--- src/hw/codec_irq_pkg.sv ---
package codec_irq_pkg;
  localparam int ADDR_W = 8;
  localparam int DATA_W = 32;
  localparam int REG_W = 8;
  // Register indices; byte address is four times the index
  localparam logic [7:0] IDX_DAC_STICKY = 8'h2c;
  localparam logic [7:0] IDX_ADC_STICKY = 8'h2d;
  localparam logic [7:0] IDX_DAC_LIVE = 8'h2e;
  localparam logic [7:0] IDX_ADC_LIVE = 8'h2f;
  localparam logic [7:0] IDX_CFG_A = 8'h30;
  localparam logic [7:0] IDX_CFG_B = 8'h31;
  localparam logic [7:0] IDX_RSVD = 8'h32;
  localparam logic [7:0] IDX_IRQ_STATUS = 8'h38;
  localparam logic [7:0] IDX_IRQ_MASK = 8'h39;
  localparam logic [7:0] CFG_RESET = 8'h00;
  localparam logic [7:0] RSVD_RESET = 8'h00;
  // Config bit positions
  localparam int CFG_INSERT = 7;
  localparam int CFG_BUTTON = 6;
  localparam int CFG_COMPR = 5;
  localparam int CFG_NOISE = 4;
  localparam int CFG_SHORT = 3;
  localparam int CFG_ENGINE = 2;
  localparam int CFG_DCMEAS = 1;
  localparam int CFG_REPEAT = 0;
  // DAC flag bit positions
  localparam int DF_SHORT = 7;
  localparam int DF_BUTTON = 5;
  localparam int DF_INSERT = 4;
  localparam int DF_COMPR = 3;
  localparam int DF_STD = 1;
  localparam int DF_AUX = 0;
  // ADC flag bit positions
  localparam int AF_NOISE = 6;
  localparam int AF_STD = 4;
  localparam int AF_AUX = 3;
  localparam int AF_DCMEAS = 2;
  // Status bits for the APB interrupt
  localparam int ST_PULSE_A = 0;
  localparam int ST_PULSE_B = 1;
  localparam int ST_W = 2;
  // Timing
  localparam longint CLK_HZ = 100_000_000;
  localparam longint PULSE_US = 2000;
  localparam longint PERIOD_US = 4000;
  localparam longint PULSE_CYC = PULSE_US * CLK_HZ / 1_000_000;
  localparam longint PERIOD_CYC = PERIOD_US * CLK_HZ / 1_000_000;
  localparam int CNT_W = 24;
endpackage : codec_irq_pkg

--- src/hw/codec_interrupt_gen.sv ---
`timescale 1ns/1ns
// Operation
// - ADC D6 high while below noise threshold
// - ADC D4 shows engine standard port
// - ADC D3 shows engine auxiliary port
// - ADC D2 shows DC data available
// - Config D7 enables headset insertion event
// - Config D6 enables button press event
// - Config D5 enables compressor power event
// - Config D4 enables gain-loop noise event
// - Config D3 enables short-circuit event
// - Config D2 enables engine interrupt event
// - Config D1 enables DC data event
// - D0 clear: one 2 ms pulse
// - D0 set: 2 ms pulses, 4 ms period
// - Repeat stops after both sticky reads
// - Sticky DAC flags at index 44
// - Sticky ADC flags at index 45
module codec_interrupt_gen
  import codec_irq_pkg::*;
#(
  parameter int PULSE_CYCLES = int'(PULSE_CYC),
  parameter int PERIOD_CYCLES = int'(PERIOD_CYC)
)(
  input wire logic clk,
  input wire logic rst_n,
  input wire logic psel,
  input wire logic penable,
  input wire logic pwrite,
  input wire logic [codec_irq_pkg::ADDR_W+1:0] paddr,
  input wire logic [codec_irq_pkg::DATA_W-1:0] pwdata,
  output logic [codec_irq_pkg::DATA_W-1:0] prdata,
  output logic pready,
  output logic pslverr,
  input wire logic short_det,
  input wire logic button_det,
  input wire logic insert_det,
  input wire logic compr_above,
  input wire logic noise_below,
  input wire logic dac_std_port,
  input wire logic dac_aux_port,
  input wire logic adc_std_port,
  input wire logic adc_aux_port,
  input wire logic dc_meas_avail,
  output logic irq_out_a,
  output logic irq_out_b,
  output logic irq
);
  import codec_irq_pkg::*;

  typedef enum logic [2:0] {
    IDLE = 3'b001,
    HIGH = 3'b010,
    LOW = 3'b100
  } pulse_state_type;

  logic [7:0] cfg_q [2];
  logic [7:0] dac_sticky_q, adc_sticky_q;
  logic [7:0] dac_live, adc_live;
  logic [ST_W-1:0] st_q, mask_q;
  logic [7:0] prev_dac_q, prev_adc_q;
  logic rd_dac_q, rd_adc_q;
  logic [7:0] idx;
  logic wr_en, rd_en, hit;
  logic [7:0] rd_val;
  pulse_state_type ps_q [2];
  logic [CNT_W-1:0] cnt_q [2];
  logic [1:0] start, pulse_begin;
  logic [7:0] dac_rise, adc_rise, dac_set;

  function automatic logic events_hit(input logic [7:0] cfg, input logic [7:0] dn,
                                      input logic [7:0] an);
    events_hit = (cfg[CFG_INSERT] & dn[DF_INSERT])
               | (cfg[CFG_BUTTON] & dn[DF_BUTTON])
               | (cfg[CFG_COMPR] & dn[DF_COMPR])
               | (cfg[CFG_NOISE] & an[AF_NOISE])
               | (cfg[CFG_SHORT] & dn[DF_SHORT])
               | (cfg[CFG_ENGINE] & (dn[DF_STD] | dn[DF_AUX] | an[AF_STD] | an[AF_AUX]))
               | (cfg[CFG_DCMEAS] & an[AF_DCMEAS]);
  endfunction : events_hit

  always_comb
  begin
    dac_live = 8'h00;
    dac_live[DF_SHORT] = short_det;
    dac_live[DF_BUTTON] = button_det;
    dac_live[DF_INSERT] = insert_det;
    dac_live[DF_COMPR] = compr_above;
    dac_live[DF_STD] = dac_std_port;
    dac_live[DF_AUX] = dac_aux_port;
    adc_live = 8'h00;
    adc_live[AF_NOISE] = noise_below;
    adc_live[AF_STD] = adc_std_port;
    adc_live[AF_AUX] = adc_aux_port;
    adc_live[AF_DCMEAS] = dc_meas_avail;
  end

  // Rising edges start pulses; the sticky headset bit also records a removal
  assign dac_rise = dac_live & ~prev_dac_q;
  assign adc_rise = adc_live & ~prev_adc_q;

  always_comb
  begin
    dac_set = dac_rise;
    dac_set[DF_INSERT] = dac_live[DF_INSERT] ^ prev_dac_q[DF_INSERT];
  end

  // Zero-wait APB slave
  assign idx = paddr[ADDR_W+1:2];
  assign pready = 1'b1;
  assign wr_en = psel & penable & pwrite;
  assign rd_en = psel & penable & ~pwrite;

  always_comb
  begin
    hit = 1'b1;
    rd_val = 8'h00;
    unique case (idx)
      IDX_DAC_STICKY: rd_val = dac_sticky_q;
      IDX_ADC_STICKY: rd_val = adc_sticky_q;
      IDX_DAC_LIVE: rd_val = dac_live;
      IDX_ADC_LIVE: rd_val = adc_live;
      IDX_CFG_A: rd_val = cfg_q[0];
      IDX_CFG_B: rd_val = cfg_q[1];
      IDX_RSVD: rd_val = RSVD_RESET;
      IDX_IRQ_STATUS: rd_val = {{(REG_W-ST_W){1'b0}}, st_q};
      IDX_IRQ_MASK: rd_val = {{(REG_W-ST_W){1'b0}}, mask_q};
      default: hit = 1'b0;
    endcase
  end
  assign pslverr = psel & penable & ~hit;

  always_ff @(posedge clk)
  begin
    if (!rst_n)
      prdata <= '0;
    else if (psel && !penable && !pwrite)
      // Captured in the setup phase so the data stand at the access edge
      prdata <= {{(DATA_W-REG_W){1'b0}}, rd_val};
  end

  // The reserved register is not stored: writes are dropped, reads give zero
  always_ff @(posedge clk)
  begin
    if (!rst_n)
    begin
      cfg_q[0] <= CFG_RESET;
      cfg_q[1] <= CFG_RESET;
      mask_q <= '0;
    end
    else if (wr_en)
    begin
      if (idx == IDX_CFG_A)
        cfg_q[0] <= pwdata[REG_W-1:0];
      if (idx == IDX_CFG_B)
        cfg_q[1] <= pwdata[REG_W-1:0];
      if (idx == IDX_IRQ_MASK)
        mask_q <= pwdata[ST_W-1:0];
    end
  end

  // Sticky flags: edges set, a read clears only what it reported, set wins
  always_ff @(posedge clk)
  begin
    if (!rst_n)
    begin
      prev_dac_q <= 8'h00;
      prev_adc_q <= 8'h00;
      dac_sticky_q <= 8'h00;
      adc_sticky_q <= 8'h00;
    end
    else
    begin
      prev_dac_q <= dac_live;
      prev_adc_q <= adc_live;
      dac_sticky_q <= (dac_sticky_q
                       & ~((rd_en && idx == IDX_DAC_STICKY) ? prdata[REG_W-1:0] : 8'h00))
                      | dac_set;
      adc_sticky_q <= (adc_sticky_q
                       & ~((rd_en && idx == IDX_ADC_STICKY) ? prdata[REG_W-1:0] : 8'h00))
                      | adc_rise;
    end
  end

  // Both sticky registers must be read since the train began
  always_ff @(posedge clk)
  begin
    if (!rst_n)
    begin
      rd_dac_q <= 1'b0;
      rd_adc_q <= 1'b0;
    end
    else if (|start)
    begin
      rd_dac_q <= 1'b0;
      rd_adc_q <= 1'b0;
    end
    else
    begin
      if (rd_en && idx == IDX_DAC_STICKY)
        rd_dac_q <= 1'b1;
      if (rd_en && idx == IDX_ADC_STICKY)
        rd_adc_q <= 1'b1;
    end
  end

  for (genvar g = 0; g < 2; g++)
  begin : gen_out
    // Edge of any enabled live event starts a sequence while the output is idle
    assign start[g] = events_hit(cfg_q[g], dac_rise, adc_rise) & (ps_q[g] == IDLE);
    assign pulse_begin[g] = start[g] | ((ps_q[g] == LOW)
                            && cnt_q[g] == CNT_W'(PERIOD_CYCLES - 1)
                            && !(rd_dac_q && rd_adc_q) && cfg_q[g][CFG_REPEAT]);

    always_ff @(posedge clk)
    begin
      if (!rst_n)
      begin
        ps_q[g] <= IDLE;
        cnt_q[g] <= '0;
      end
      else
      begin
        unique case (ps_q[g])
          IDLE:
            if (start[g])
            begin
              ps_q[g] <= HIGH;
              cnt_q[g] <= '0;
            end
          HIGH:
          begin
            cnt_q[g] <= cnt_q[g] + 1'b1;
            if (cnt_q[g] == CNT_W'(PULSE_CYCLES - 1))
              ps_q[g] <= cfg_q[g][CFG_REPEAT] ? LOW : IDLE;
          end
          LOW:
          begin
            cnt_q[g] <= cnt_q[g] + 1'b1;
            if (cnt_q[g] == CNT_W'(PERIOD_CYCLES - 1))
            begin
              cnt_q[g] <= '0;
              if (rd_dac_q && rd_adc_q || !cfg_q[g][CFG_REPEAT])
                ps_q[g] <= IDLE;
              else
                ps_q[g] <= HIGH;
            end
          end
          default: ps_q[g] <= IDLE;
        endcase
      end
    end
  end

  assign irq_out_a = (ps_q[0] == HIGH);
  assign irq_out_b = (ps_q[1] == HIGH);

  always_ff @(posedge clk)
  begin
    if (!rst_n)
      st_q <= '0;
    else
      st_q <= (st_q & ~((wr_en && idx == IDX_IRQ_STATUS) ? pwdata[ST_W-1:0] : '0))
              | pulse_begin;
  end
  assign irq = |(st_q & mask_q);

  a_pulse_width: assert property (@(posedge clk) disable iff (!rst_n)
    $rose(irq_out_a) |-> irq_out_a [*8])
    else $error("irq_out_a pulse too short");
  a_single_end: assert property (@(posedge clk) disable iff (!rst_n)
    (ps_q[0] == HIGH && cnt_q[0] == CNT_W'(PULSE_CYCLES - 1) && !cfg_q[0][CFG_REPEAT])
    |=> ps_q[0] == IDLE)
    else $error("single pulse did not end");
  a_repeat_low: assert property (@(posedge clk) disable iff (!rst_n)
    $fell(irq_out_b) && cfg_q[1][CFG_REPEAT] |-> ps_q[1] == LOW)
    else $error("repeat gap missing");
  a_start_enabled: assert property (@(posedge clk) disable iff (!rst_n)
    start[0] |=> irq_out_a)
    else $error("enabled event gave no pulse");
  a_noise_flag: assert property (@(posedge clk) disable iff (!rst_n)
    adc_live[AF_NOISE] == noise_below)
    else $error("noise flag wrong");
  a_insert_mask: assert property (@(posedge clk) disable iff (!rst_n)
    (cfg_q[0] == 8'h00) |-> !start[0])
    else $error("disabled event started pulse");
  a_sticky_set: assert property (@(posedge clk) disable iff (!rst_n)
    $rose(short_det) |=> dac_sticky_q[DF_SHORT])
    else $error("sticky short flag lost");
  a_sticky_adc: assert property (@(posedge clk) disable iff (!rst_n)
    $rose(dc_meas_avail) |=> adc_sticky_q[AF_DCMEAS])
    else $error("sticky dc flag lost");
  a_stop_reads: assert property (@(posedge clk) disable iff (!rst_n)
    (ps_q[0] == LOW && rd_dac_q && rd_adc_q && !start[0]) |=> ps_q[0] != HIGH)
    else $error("train continued after reads");
  c_single: cover property (@(posedge clk) disable iff (!rst_n) $fell(irq_out_a));
  c_repeat: cover property (@(posedge clk) disable iff (!rst_n)
    ps_q[1] == LOW ##1 ps_q[1] == HIGH);
  c_irq: cover property (@(posedge clk) disable iff (!rst_n) $rose(irq));
  c_both_read: cover property (@(posedge clk) disable iff (!rst_n)
    rd_dac_q && rd_adc_q && ps_q[1] == LOW);

  // Checker helpers: length of the running high phase and time since the last rise
  logic [1:0] out_now, out_was_q;
  logic [CNT_W-1:0] hi_run_q [2];
  logic [CNT_W-1:0] since_rise_q [2];

  assign out_now = {irq_out_b, irq_out_a};

  always_ff @(posedge clk)
  begin
    if (!rst_n)
    begin
      out_was_q <= 2'b00;
      for (int k = 0; k < 2; k++)
      begin
        hi_run_q[k] <= '0;
        since_rise_q[k] <= '0;
      end
    end
    else
    begin
      out_was_q <= out_now;
      for (int k = 0; k < 2; k++)
      begin
        hi_run_q[k] <= out_now[k] ? hi_run_q[k] + 1'b1 : '0;
        // Saturates so that a long idle time never looks like a fresh period
        if (out_now[k] && !out_was_q[k])
          since_rise_q[k] <= CNT_W'(1);
        else if (since_rise_q[k] != '1)
          since_rise_q[k] <= since_rise_q[k] + 1'b1;
      end
    end
  end

  a_width_full_a: assert property (@(posedge clk) disable iff (!rst_n)
    (out_was_q[0] && !irq_out_a) |-> hi_run_q[0] == CNT_W'(PULSE_CYCLES))
    else $error("irq_out_a pulse width wrong");
  a_width_full_b: assert property (@(posedge clk) disable iff (!rst_n)
    (out_was_q[1] && !irq_out_b) |-> hi_run_q[1] == CNT_W'(PULSE_CYCLES))
    else $error("irq_out_b pulse width wrong");
  a_period_a: assert property (@(posedge clk) disable iff (!rst_n)
    (ps_q[0] == LOW) ##1 (ps_q[0] == HIGH) |-> since_rise_q[0] == CNT_W'(PERIOD_CYCLES))
    else $error("irq_out_a period wrong");
  a_period_b: assert property (@(posedge clk) disable iff (!rst_n)
    (ps_q[1] == LOW) ##1 (ps_q[1] == HIGH) |-> since_rise_q[1] == CNT_W'(PERIOD_CYCLES))
    else $error("irq_out_b period wrong");
  a_std_read: assert property (@(posedge clk) disable iff (!rst_n)
    (psel && !penable && !pwrite && idx == IDX_ADC_LIVE) |=> prdata[AF_STD] == $past(adc_std_port))
    else $error("standard port flag wrong");
  a_aux_read: assert property (@(posedge clk) disable iff (!rst_n)
    (psel && !penable && !pwrite && idx == IDX_ADC_LIVE) |=> prdata[AF_AUX] == $past(adc_aux_port))
    else $error("auxiliary port flag wrong");
  a_dc_read: assert property (@(posedge clk) disable iff (!rst_n)
    (psel && !penable && !pwrite && idx == IDX_ADC_LIVE) |=> prdata[AF_DCMEAS] == $past(dc_meas_avail))
    else $error("dc availability flag wrong");
  a_insert_gate: assert property (@(posedge clk) disable iff (!rst_n)
    (ps_q[0] == IDLE && cfg_q[0] == (8'h01 << CFG_INSERT) && dac_rise[DF_INSERT]) |=> irq_out_a)
    else $error("insertion event gave no pulse");
  a_button_gate: assert property (@(posedge clk) disable iff (!rst_n)
    (ps_q[0] == IDLE && cfg_q[0] == (8'h01 << CFG_BUTTON) && dac_rise[DF_BUTTON]) |=> irq_out_a)
    else $error("button event gave no pulse");
  a_compr_gate: assert property (@(posedge clk) disable iff (!rst_n)
    (ps_q[0] == IDLE && cfg_q[0] == (8'h01 << CFG_COMPR) && dac_rise[DF_COMPR]) |=> irq_out_a)
    else $error("compressor event gave no pulse");
  a_noise_gate: assert property (@(posedge clk) disable iff (!rst_n)
    (ps_q[0] == IDLE && cfg_q[0] == (8'h01 << CFG_NOISE) && adc_rise[AF_NOISE]) |=> irq_out_a)
    else $error("noise event gave no pulse");
  a_short_gate: assert property (@(posedge clk) disable iff (!rst_n)
    (ps_q[0] == IDLE && cfg_q[0] == (8'h01 << CFG_SHORT) && dac_rise[DF_SHORT]) |=> irq_out_a)
    else $error("short event gave no pulse");
  a_engine_gate: assert property (@(posedge clk) disable iff (!rst_n)
    (ps_q[0] == IDLE && cfg_q[0] == (8'h01 << CFG_ENGINE) && dac_rise[DF_STD]) |=> irq_out_a)
    else $error("engine event gave no pulse");
  a_dc_gate: assert property (@(posedge clk) disable iff (!rst_n)
    (ps_q[0] == IDLE && cfg_q[0] == (8'h01 << CFG_DCMEAS) && adc_rise[AF_DCMEAS]) |=> irq_out_a)
    else $error("dc event gave no pulse");
  a_insert_sticky: assert property (@(posedge clk) disable iff (!rst_n)
    (insert_det != prev_dac_q[DF_INSERT]) |=> dac_sticky_q[DF_INSERT])
    else $error("headset change not recorded");
  a_status_set: assert property (@(posedge clk) disable iff (!rst_n)
    pulse_begin[0] |=> st_q[ST_PULSE_A])
    else $error("pulse start not in status");
  a_read_upper: assert property (@(posedge clk) disable iff (!rst_n)
    rd_en |-> prdata[DATA_W-1:REG_W] == '0)
    else $error("upper read bits not zero");
endmodule : codec_interrupt_gen

--- config.mk ---
export PLATFORM = sky130hd
export DESIGN_NAME = codec_interrupt_gen
export DESIGN_NICKNAME = d
export VERILOG_FILES = /design/src/hw/codec_irq_pkg.sv /design/src/hw/codec_interrupt_gen.sv
export SDC_FILE = /design/constraint.sdc
export NUM_CORES = 1
export LEC_CHECK = 0
export BUFFER_PORTS_ARGS = -buffer_cell sky130_fd_sc_hd__buf_4
export CAP_MARGIN = 20
export CORE_MARGIN = 1.5
export CORE_UTILIZATION = 52
export CTS_CLUSTER_DIAMETER = 150
export DETAILED_ROUTE_END_ITERATION = 8
export GPL_TIMING_DRIVEN = 0
export PLACE_DENSITY = 0.77
export SKIP_CTS_REPAIR_TIMING = 1
export SLEW_MARGIN = 10
export SYNTH_ARGS = -nofsm -noshare
export SYNTH_HDL_FRONTEND = slang
export SYNTH_SLANG_ARGS = --single-unit
--- constraint.sdc ---
create_clock -name clk -period 2.6 [get_ports clk]
set_input_delay 0.52 -clock clk [delete_from_list [all_inputs] [get_ports clk]]
set_output_delay 0.52 -clock clk [all_outputs]
set_load 0.005 [all_outputs]
### After elaboration in Yosys (flattened, before gate mapping)

Memory sizes are Yosys's and may differ from the RTL's.
Index checks and enable logic that the tools add are counted.

* memories kept: 3
* flip-flop bits (word level): 46
* bits in writable memories: 70
* input bits: 57

Memory list
* cnt_q: depth 2, bits a word 24, rd ports 2, clocked after memory_dff 0, wr ports 2, RTL line codec_interrupt_gen.sv:67 `logic [CNT_W-1:0] cnt_q [2];`
* cfg_q: depth 2, bits a word 8, rd ports 2, clocked after memory_dff 0, wr ports 2, RTL line codec_interrupt_gen.sv:57 `logic [7:0] cfg_q [2];`
* ps_q: depth 2, bits a word 3, rd ports 2, clocked after memory_dff 0, wr ports 2, RTL line codec_interrupt_gen.sv:66 `pulse_state_type ps_q [2];`

* $add $sub $neg: 2
* reduce and logical (&&, ||, !) cells: 25
* equality and inequality tests: 19
* muxes and demuxes: 98
* bitwise gates (word level): 75

Operator list (count)
* 2-to-1 mux 24 bit: 8
* equality test 8 x 6 -> 1 bit, second input constant: 9
* 2-to-1 mux 1 bit: 72
* case mux 8 bit (8 select lines): 1
* adder 24 x 1 -> 24 bit, second input constant: 2
* equality test 24 x 18 -> 1 bit, second input constant: 2
* equality test 24 x 19 -> 1 bit, second input constant: 2
* OR 1 bit: 37
* 2-to-1 mux 3 bit: 12
* 2-to-1 mux 8 bit: 4
* NOT 8 bit: 4
* AND 8 bit: 3
* AND 1 bit: 20
* OR 8 bit: 2
* logical AND 1 bit: 12
* OR reduction 3 bit: 3
* OR reduction 9 bit: 1
* AND 7 x 8 -> 8 bit: 1
* equality test 3 x 1 -> 1 bit, second input constant: 2
* equality test 3 x 2 -> 1 bit, second input constant: 2
* equality test 3 bit, second input constant: 2
* logical NOT 1 bit: 5
* AND 2 bit: 2
* NOT 1 bit: 3
* other kinds (7): 8

### Logic depth before layout (Yosys ltp)

Gate-level depths: netlist of the first run.

* depth after elaboration: 19
* depth in mapped cells: 8
* gate-level depth less buffers: 6

### Worst setup path after synthesis of the first run

No wires, ideal clock.

* path kind: input to register
* from: input noise_below
* to: memory cnt_q[0][0] (enable)
* slack: 0.128 ns
* stages: 4
* required time: 2.214 ns
* arrival: 2.086 ns
* path buffers: 0
* cell sequence: nor2b_1 a2111oi_0 a31oi_1 or4_1

RTL lines
* start, declared: RTL line codec_interrupt_gen.sv:39 `input wire logic noise_below,`
* end, declared: RTL line codec_interrupt_gen.sv:67

==> impl_metrics.ini, run 1 <==
[status]
outcome = complete, no violations

[hold_path]
hold_depth = 2
hold_path.class = input pin to flop
hold_start = dac_std_port
holdPathEnd = prev_dac_q[1]$_SDFF_PN0_

[logic_synthesis]
synth_warnings = 0
synthTopCellsByCount = nor2_1 (74), edfxtp_1 (70), nand2_1 (52)
synth-simple-area-share_pct = 26.89
synth_top_family_by_area = simple AND/OR/NAND/NOR gates
synth_seq_cells = 110
ys_top_cells_by_area = edfxtp_1 (35%), dfxtp_1 (13%), xor2_1 (4.7%)
syn-cell-area_um2 = 5932
synth_top_flop_cell = edfxtp_1
synth_xor_area_share_pct = 6.792
synth_edf_count = 70
yosysSeqAreaShare_pct = 48.93
synth_top_area_share_pct = 35.44
synth-compound-area-share_pct = 8.585
synthMuxAreaShare_pct = 2.489
yosys.area_share.adder_pct = 0.6328
synthArstFlopShare_pct = 0
syn_inst = 592
ys_types = 63
avgSynthCellArea_um2 = 10.02
yosysTopAreaCell = edfxtp_1
synth_most_common_cell = nor2_1

[clock_network]
cts_root_buf = clkbuf_16
cts-htree-levels = 3
clk_latency_ns = 0.35
clock_sinks = 110
cts_tree = built
cts_buffers = 9
clk_pin_slew_worst_paths_ns = 0.08
cts_max_path_buffers = 2

[sta]
skew_ns = 0.008295
max_freq_ghz = 0.3980
period_needed_ns = 2.512
setup-tns-final_ns = 0
slew_violations = 0
slew_headroom_pct = 48.87
tightest_slew_ns = 0.7599
setup_viol = 0
holdWs_ns = 0.3937
hold_viol_final = 0
fin_crit_sh_pct = 96.63
rsz0062_at_grt = false

[power_and_ir_drop]
pwr-share-clk_pct = 25.0
ir_worst_vdd_uv = 492.7
swShare_pct = 33.94
p_leak_nw = 2.489
combPwrFrac_pct = 22.2
pwr-share-seq_pct = 52.8
power.switching_mw = 1.853
p_int_mw = 3.607
power_density_nw_per_um2 = 802.5

[grt]
grt_max_degree = 25
track_usage_pct = 22.96
grt_pass1_vias = 4285
antenna_found_initial = 0
grt_overflow = 0
grt_pass1_wl_um = 21130

[detailed_routing]
wl_met2_um = 6024
ant_nets = 0
drc = 0
met3WireLength_um = 978
highest_layer = met4
drtPass1Iterations = 5
first_iter_violations = 427
met1_length_um = 6022
vias = 4594
post_drt_via_cell_ratio = 5.658
wl_um = 13160
wl_per_cell_um = 16.21

[placement]
routabilityCongestion = 0.8740
portBuffers = 40
place_hpwl_um = 9788

[setup_path]
crit_path_max_incr_delay_ns = 0.75
r2r_slack_ns = 0.09
cp-end-kind = flop
rr_startpoint = cfg_q[0][5]$_DFFE_PP_
worstPathMaxFanout = 24
worstSetupPathType = flop to flop
arrival_ns = 2.56
worstPathRequired_ns = 2.65
critPathLaunchType = flop
rr_worst_depth = 4
reg2reg_to = cnt_q[0][7]$_SDFFCE_PP0P_
path_cells = and3b_1, a2111oi_0, a31oi_1, or4_4
cpMaxStageDelayCell = or4_4

[die]
die-width_um = 109.8
fp.dieH_um = 109.8
pin_count = 94
die_area_um2 = 12060
fp.coreArea_um2 = 10980
initial_utilization_pct = 54.01
row_count = 38

[layout]
num_antenna_cells = 0
syn2layout_area_growth_pct = 14.70
nets = 727
final_util_pct = 61.95
drive_gt1_share_pct = 16.96

[flow_run]
maxCapViolations = 0
==> flip-flops by register name, indices dropped and copies added, names as in the netlist <==
| signal | flops |
|---|---|
| cfg_q | 16 |
| rd_dac_q | 1 |
| dac_sticky_q | 8 |
| rd_adc_q | 1 |
| cnt_q | 48 |
| adc_sticky_q | 8 |
| prev_adc_q | 4 |
| mask_q | 2 |
| ps_q | 6 |
| prdata | 8 |
| prev_dac_q | 6 |
| st_q | 2 |
==> power by group through the flow <==
stage	logic, mW	clock network [mW]	registers, mW
finish	1.21	1.37	2.88
detailed placement	1.19	0	2.91
global route	1.35	1.44	2.96
floorplan	0.915	0	2.77
CTS	1.20	1.38	2.87
global placement	1.17	0	2.88
==> cells in the final DEF, fill, tap and decap left out, types with 5 or more instances in the layout <==
master,count
a21oi_1,22
edfxtp_1,70
o21ai_0,9
nor4_1,10
a22oi_1,12
o21a_1,6
nand2_1,52
conb_1,25
and3_1,8
dfxtp_1,40
clkbuf_1,8
nand3_1,25
nor3_1,13
mux2i_1,8
and2_1,21
inv_1,11
nand3b_1,5
nor4b_1,5
and4_1,7
nor2_1,74
nor2b_1,12
nand4_1,18
a21o_1,6
xnor2_1,14
nand2b_1,7
xor2_1,32
buf_4,70
clkbuf_16,9
==> area by class of cell <==
class	instances	area, um^2
well taps	140	175.2
multi-input cells	450	2790
flip-flops and latches	110	2903
inverters	11	41.29
clock buffers	9	225.2
fillers	904	4179
clock inverters	7	73.82
repair buffers	41	307.8
plain buffers	44	287.8
==> cells by family (layout without fill, tap and decap cells) <==
family | count (synthesis) | in the layout
adder cells (fa/ha/maj) | 3 | 3
flip-flops | 110 | 110
XOR/XNOR | 46 | 46
other | 2 | 25
AND/OR/NAND/NOR | 288 | 288
buffers and inverters | 55 | 112
AO/OA/AOI/OAI | 76 | 76
multiplexers | 12 | 12
==> routing by layer <==
| layer | global-route usage (%) | up-vias |
|---|---|---|
| met5 | 0 | - |
| met4 | 5.844 | 0 |
| met3 | 5.039 | 13 |
| met2 | 35.63 | 178 |
| met1 | 32.57 | 2171 |
| li1 | - | 2232 |
==> critical path, delay by kind of cell (launching register included) <==
family          cells  cell delay (ns)
compound gates      2             0.82
flops               1             0.42
simple gates        2             0.97
==> how the worst max path moves through the flow <==
stage / to / startpoint
floorplan: cnt_q[0][0]$_SDFFCE_PP0P_ / noise_below
global placement: cnt_q[0][4]$_SDFFCE_PP0P_ / noise_below
detailed placement: cnt_q[0][4]$_SDFFCE_PP0P_ / noise_below
CTS: cnt_q[0][14]$_SDFFCE_PP0P_ / cfg_q[0][5]$_DFFE_PP_
global route: cnt_q[1][5]$_SDFFCE_PP0P_ / cnt_q[1][14]$_SDFFCE_PP0P_
finish: cnt_q[0][7]$_SDFFCE_PP0P_ / cfg_q[0][5]$_DFFE_PP_
==> metrics by stage <==
stage	cell area (um^2)	total power, mW	cells	setup WS [ns]
after floorplan	6018	3.687	615	0.1282
after global placement	6494	4.050	795	-0.4775
after detailed placement	6501	4.102	796	-0.4424
after CTS	6800	5.458	812	-0.2458
after global routing	6804	5.756	812	0.004305
final	6804	5.460	812	0.08769
(Power assumes the default switching activity.)
==> inputs of run 2 (changes only) <==
Settings changed: CORE_MARGIN 1.5 to not set, CORE_UTILIZATION 52 to 53, CTS_BUF_LIST set to sky130_fd_sc_hd__clkbuf_4, PLACE_DENSITY 0.77 to 0.78.
==> run 2 against run 1 <==
Against the previous run:
- highest routed layer unchanged
- first-iteration DRC count grew 2.8%
- routed wire length is 3.1% higher
- sequential cell count stayed put
- register-to-register slack improved by 0.09 ns
- via count up 1.8%
- die area decreased by 3.6%
- clock power shrank 31%
- hold slack worse by 0.14 ns
- combinational power is essentially flat
- non-clock buffer count unchanged
==> impl_metrics.ini, run 2 (synthesis results as in run 1) <==
[setup_path]
path_cells = or3b_2, a41o_1, o211a_1, nand2_1, or2_2
timing.critical_path.max_delay_family = simple AND/OR/NAND/NOR gates
crit_path_max_incr_delay_ns = 0.54
r2r_slack_ns = 0.18
rr_startpoint = ps_q[1][1]$_SDFFCE_PP0P_
arrival_ns = 2.54
worstPathMaxFanout = 24
cp-end-kind = flop
worst-path-buf-inv = 0
worstPathRequired_ns = 2.72
worstSetupPathType = flop to flop
reg2reg_to = cnt_q[1][22]$_SDFFCE_PP0P_
critPathLaunchType = flop
cpMaxStageDelayCell = edfxtp_1
rr_worst_depth = 5

[layout]
num_antenna_cells = 0
top_regs = cnt_q (48), cfg_q (16)
drive_gt1_share_pct = 17.53
nets = 728
seqCellArea_um2 = 2903
layout_common_cells = nor2_1 (74), buf_4 (70), edfxtp_1 (70)
final_common_cell = nor2_1
largest_reg_flops = 48
n_fill_cell = 938
regMostFlops = cnt_q
syn2layout_area_growth_pct = 12.76
multi_input_area_um2 = 2819

[clock_network]
cts_max_path_buffers = 2
cts_tree = built
clk_pin_slew_worst_paths_ns = 0.16
cts_root_buf = clkbuf_4
clock_sinks = 110
clk_latency_ns = 0.47
cts-htree-levels = 3
cts_buffers = 9

[hold_path]
holdPathEnd = prev_adc_q[4]$_SDFF_PN0_
hold_depth = 2
hold_start = adc_std_port
hold_path.class = input pin to flop

[sta]
rsz0062_at_grt = false
slew_violations = 0
slew_headroom_pct = 45.96
setup_viol = 0
holdWs_ns = 0.2537
fin_crit_sh_pct = 93.13
skew_ns = 0.02387
setup-tns-final_ns = 0
hold_viol_final = 0
period_needed_ns = 2.421
tightest_slew_ns = 0.8106
max_freq_ghz = 0.4130
fin_ws_ns = 0.1786

[grt]
antenna_found_initial = 0
track_usage_pct = 24.04
grt_max_degree = 25
grt_overflow = 0
grt_pass1_vias = 4357
grt_pass1_wl_um = 21510

[die]
die_area_um2 = 11620
initial_utilization_pct = 54.48
fp.coreArea_um2 = 10890
row_count = 38
die-width_um = 107.8
fp.dieH_um = 107.8
pin_count = 94

[detailed_routing]
wl_per_cell_um = 16.69
vias = 4677
drc = 0
first_iter_violations = 439
wl_um = 13570
drtPass1Iterations = 5
post_drt_via_cell_ratio = 5.753
ant_nets = 0

[flow_run]
maxCapViolations = 0

[placement]
portBuffers = 40
pre_cts_ws_ns = -0.7183
place_hpwl_um = 9707
routabilityCongestion = 0.8844

[power_and_ir_drop]
power_density_nw_per_um2 = 758.3
ir_worst_vdd_uv = 686.4
p_leak_nw = 2.436
total_power_mw = 5.072

[status]
outcome = complete, no violations
-- run 2: per-layer routing --
| metal | vias up | wire length, um | track usage [%] | share of wire (%) |
|---|---|---|---|---|
| li1 | 2229 | - | - | - |
| met1 | 2255 | 6004 | 33.93 | 44 |
| met2 | 178 | 6374 | 37.13 | 47 |
| met3 | 15 | 1013 | 5.085 | 7.5 |
| met4 | 0 | 174 | 6.849 | 1.3 |
| met5 | - | 0 | 0 | 0 |
-- run 2: stage by stage --
stage	cell area (um^2)	std cells	utilization, %
final	6689	813	61.43
after global routing	6689	813	61.43
after CTS	6656	812	61.14
after detailed placement	6501	796	59.71
after global placement	6494	795	59.64
after floorplan	6018	615	-
-- run 2: final cells by class --
cell class	count	area share, %
inverters	11	0.6173
repair buffers	41	4.602
clock buffers	9	1.010
well taps	140	2.619
clock inverters	7	1.309
plain buffers	44	4.302
flip-flops and latches	110	43.40
multi-input cells	451	42.14
-- run 2: report_power, final --
part	leakage, nW	internal, mW	switching (mW)
registers	1.08	2.40	0.485
clock network	0.0902	0.387	0.559
logic	1.27	0.537	0.706
total	2.44	3.32	1.75
-- run 2: worst max path at each step --
| stage | startpoint | endpoint | slack [ns] | cells past startpoint |
|---|---|---|---|---|
| 2_1_floorplan | noise_below | cnt_q[0][0]$_SDFFCE_PP0P_ | 0.13 | 4 |
| 3_3_place_gp | noise_below | cnt_q[0][4]$_SDFFCE_PP0P_ | -0.60 | 5 |
| 3_5_place_dp | noise_below | cnt_q[0][3]$_SDFFCE_PP0P_ | -0.72 | 5 |
| 4_1_cts | cfg_q[0][6]$_DFFE_PP_ | cnt_q[0][13]$_SDFFCE_PP0P_ | -0.49 | 4 |
| 5_1_grt | cnt_q[1][14]$_SDFFCE_PP0P_ | cnt_q[1][22]$_SDFFCE_PP0P_ | 0.09 | 6 |
| 6_report | ps_q[1][1]$_SDFFCE_PP0P_ | cnt_q[1][22]$_SDFFCE_PP0P_ | 0.18 | 5 |
==> inputs of run 3 (changes only) <==
Settings changed: CAP_MARGIN 20 to not set, MAX_ROUTING_LAYER set to met4, SLEW_MARGIN 10 to not set.
==> run 3 against run 2 <==
Against the previous run:
- hold slack worse by 0.0095 ns
- sequential cell count stayed put
- total power is 1.8% higher
- design area hardly changed
- via count is 1.6% lower
- critical path type unchanged
==> impl_metrics.ini, run 3 (synthesis results as in run 1) <==
[grt]
grt_pass1_wl_um = 21490
track_usage_pct = 25.10
grt_max_degree = 25
grt_overflow = 0
grt_pass1_vias = 4362
antenna_found_initial = 0

[sta]
slew_headroom_pct = 13.42
setup_viol = 0
fin_crit_sh_pct = 96.23
slew_violations = 0
period_needed_ns = 2.502
setup-tns-final_ns = 0
fin_ws_ns = 0.09807
skew_ns = 0.02243
holdWs_ns = 0.2442
tightest_slew_ns = 1.296
hold_viol_final = 0
rsz0062_at_grt = false
max_freq_ghz = 0.3997

[detailed_routing]
vias = 4601
ant_nets = 0
drtPass1Iterations = 5
wl_um = 13380
wl_per_cell_um = 16.49
drc = 0
post_drt_via_cell_ratio = 5.673
first_iter_violations = 370

[layout]
top_regs = cnt_q (48), cfg_q (16)
nets = 726
fin_area_um2 = 6693
drive_gt1_share_pct = 16.69
syn2layout_area_growth_pct = 12.82
layout.cells.non_filler = 811
final_common_cell = nor2_1
final_util_pct = 61.47
num_antenna_cells = 0
regMostFlops = cnt_q
largest_reg_flops = 48
layout_common_cells = nor2_1 (74), edfxtp_1 (70), buf_4 (69)

[clock_network]
clk_pin_slew_worst_paths_ns = 0.17
cts-htree-levels = 3
cts_tree = built
cts_root_buf = clkbuf_4
cts_buffers = 9
clock_sinks = 110
clk_latency_ns = 0.48
cts_max_path_buffers = 2

[power_and_ir_drop]
ir_worst_vdd_uv = 544.5
power_density_nw_per_um2 = 771.7
p_leak_nw = 2.442
total_power_mw = 5.165

[setup_path]
worstSetupPathType = flop to flop
worstPathMaxFanout = 24
arrival_ns = 2.69
cp-end-kind = flop
critPathLaunchType = flop
rr_startpoint = cfg_q[0][5]$_DFFE_PP_
crit_start = cfg_q[0][5]$_DFFE_PP_
worstPathRequired_ns = 2.79

[placement]
place_area_um2 = 6494
pre_cts_ws_ns = -0.6111
numPlacedInstances = 795
routabilityCongestion = 0.9087
portBuffers = 40
place_hpwl_um = 9680

[die]
die-width_um = 107.8
initial_utilization_pct = 54.48
die_area_um2 = 11620
row_count = 38
pin_count = 94
fp.coreArea_um2 = 10890
fp.dieH_um = 107.8

[hold_path]
hold_path.class = input pin to flop
hold_start = adc_aux_port

[flow_run]
maxCapViolations = 0

[status]
outcome = complete, no violations
-- run 3: final timing paths --
check        slack, ns                    endpoint  cells after the start
max                0.1  cnt_q[0][15]$_SDFFCE_PP0P_                      4
min               0.24    prev_adc_q[3]$_SDFF_PN0_                      2
max reg2reg        0.1  cnt_q[0][15]$_SDFFCE_PP0P_                      4
min reg2reg       0.44  adc_sticky_q[0]$_SDFF_PN0_                      2
-- run 3: layout make-up --
| cell class | instances | area [um^2] |
|---|---|---|
| Tap cell | 140 | 175.2 |
| Sequential cell | 110 | 2903 |
| Buffer | 44 | 287.8 |
| Clock buffer | 9 | 67.56 |
| Fill cell | 922 | 4195 |
| Multi-Input combinational cell | 450 | 2791 |
| Inverter | 11 | 41.29 |
| Clock inverter | 7 | 126.4 |
| Timing Repair Buffer | 40 | 300.3 |
-- run 3: report_power, final --
| part | switching, mW | internal (mW) |
|---|---|---|
| clock network | 0.556 | 0.533 |
| logic | 0.674 | 0.520 |
| registers | 0.482 | 2.40 |
-- run 3: metal layers --
layer / global-route usage, % / part of all wire [%]
met1: 34.09 / 45
met2: 37.04 / 46
met4: 8.023 / 1.4
met3: 5.993 / 7.3
met5: - / 0
-- run 3: worst max-delay path, stage by stage (launching register included) --
cell and delay (ns):
edfxtp_1 0.41, and3b_1 0.20, a2111oi_1 0.53, a31oi_1 0.33, or4_4 0.75
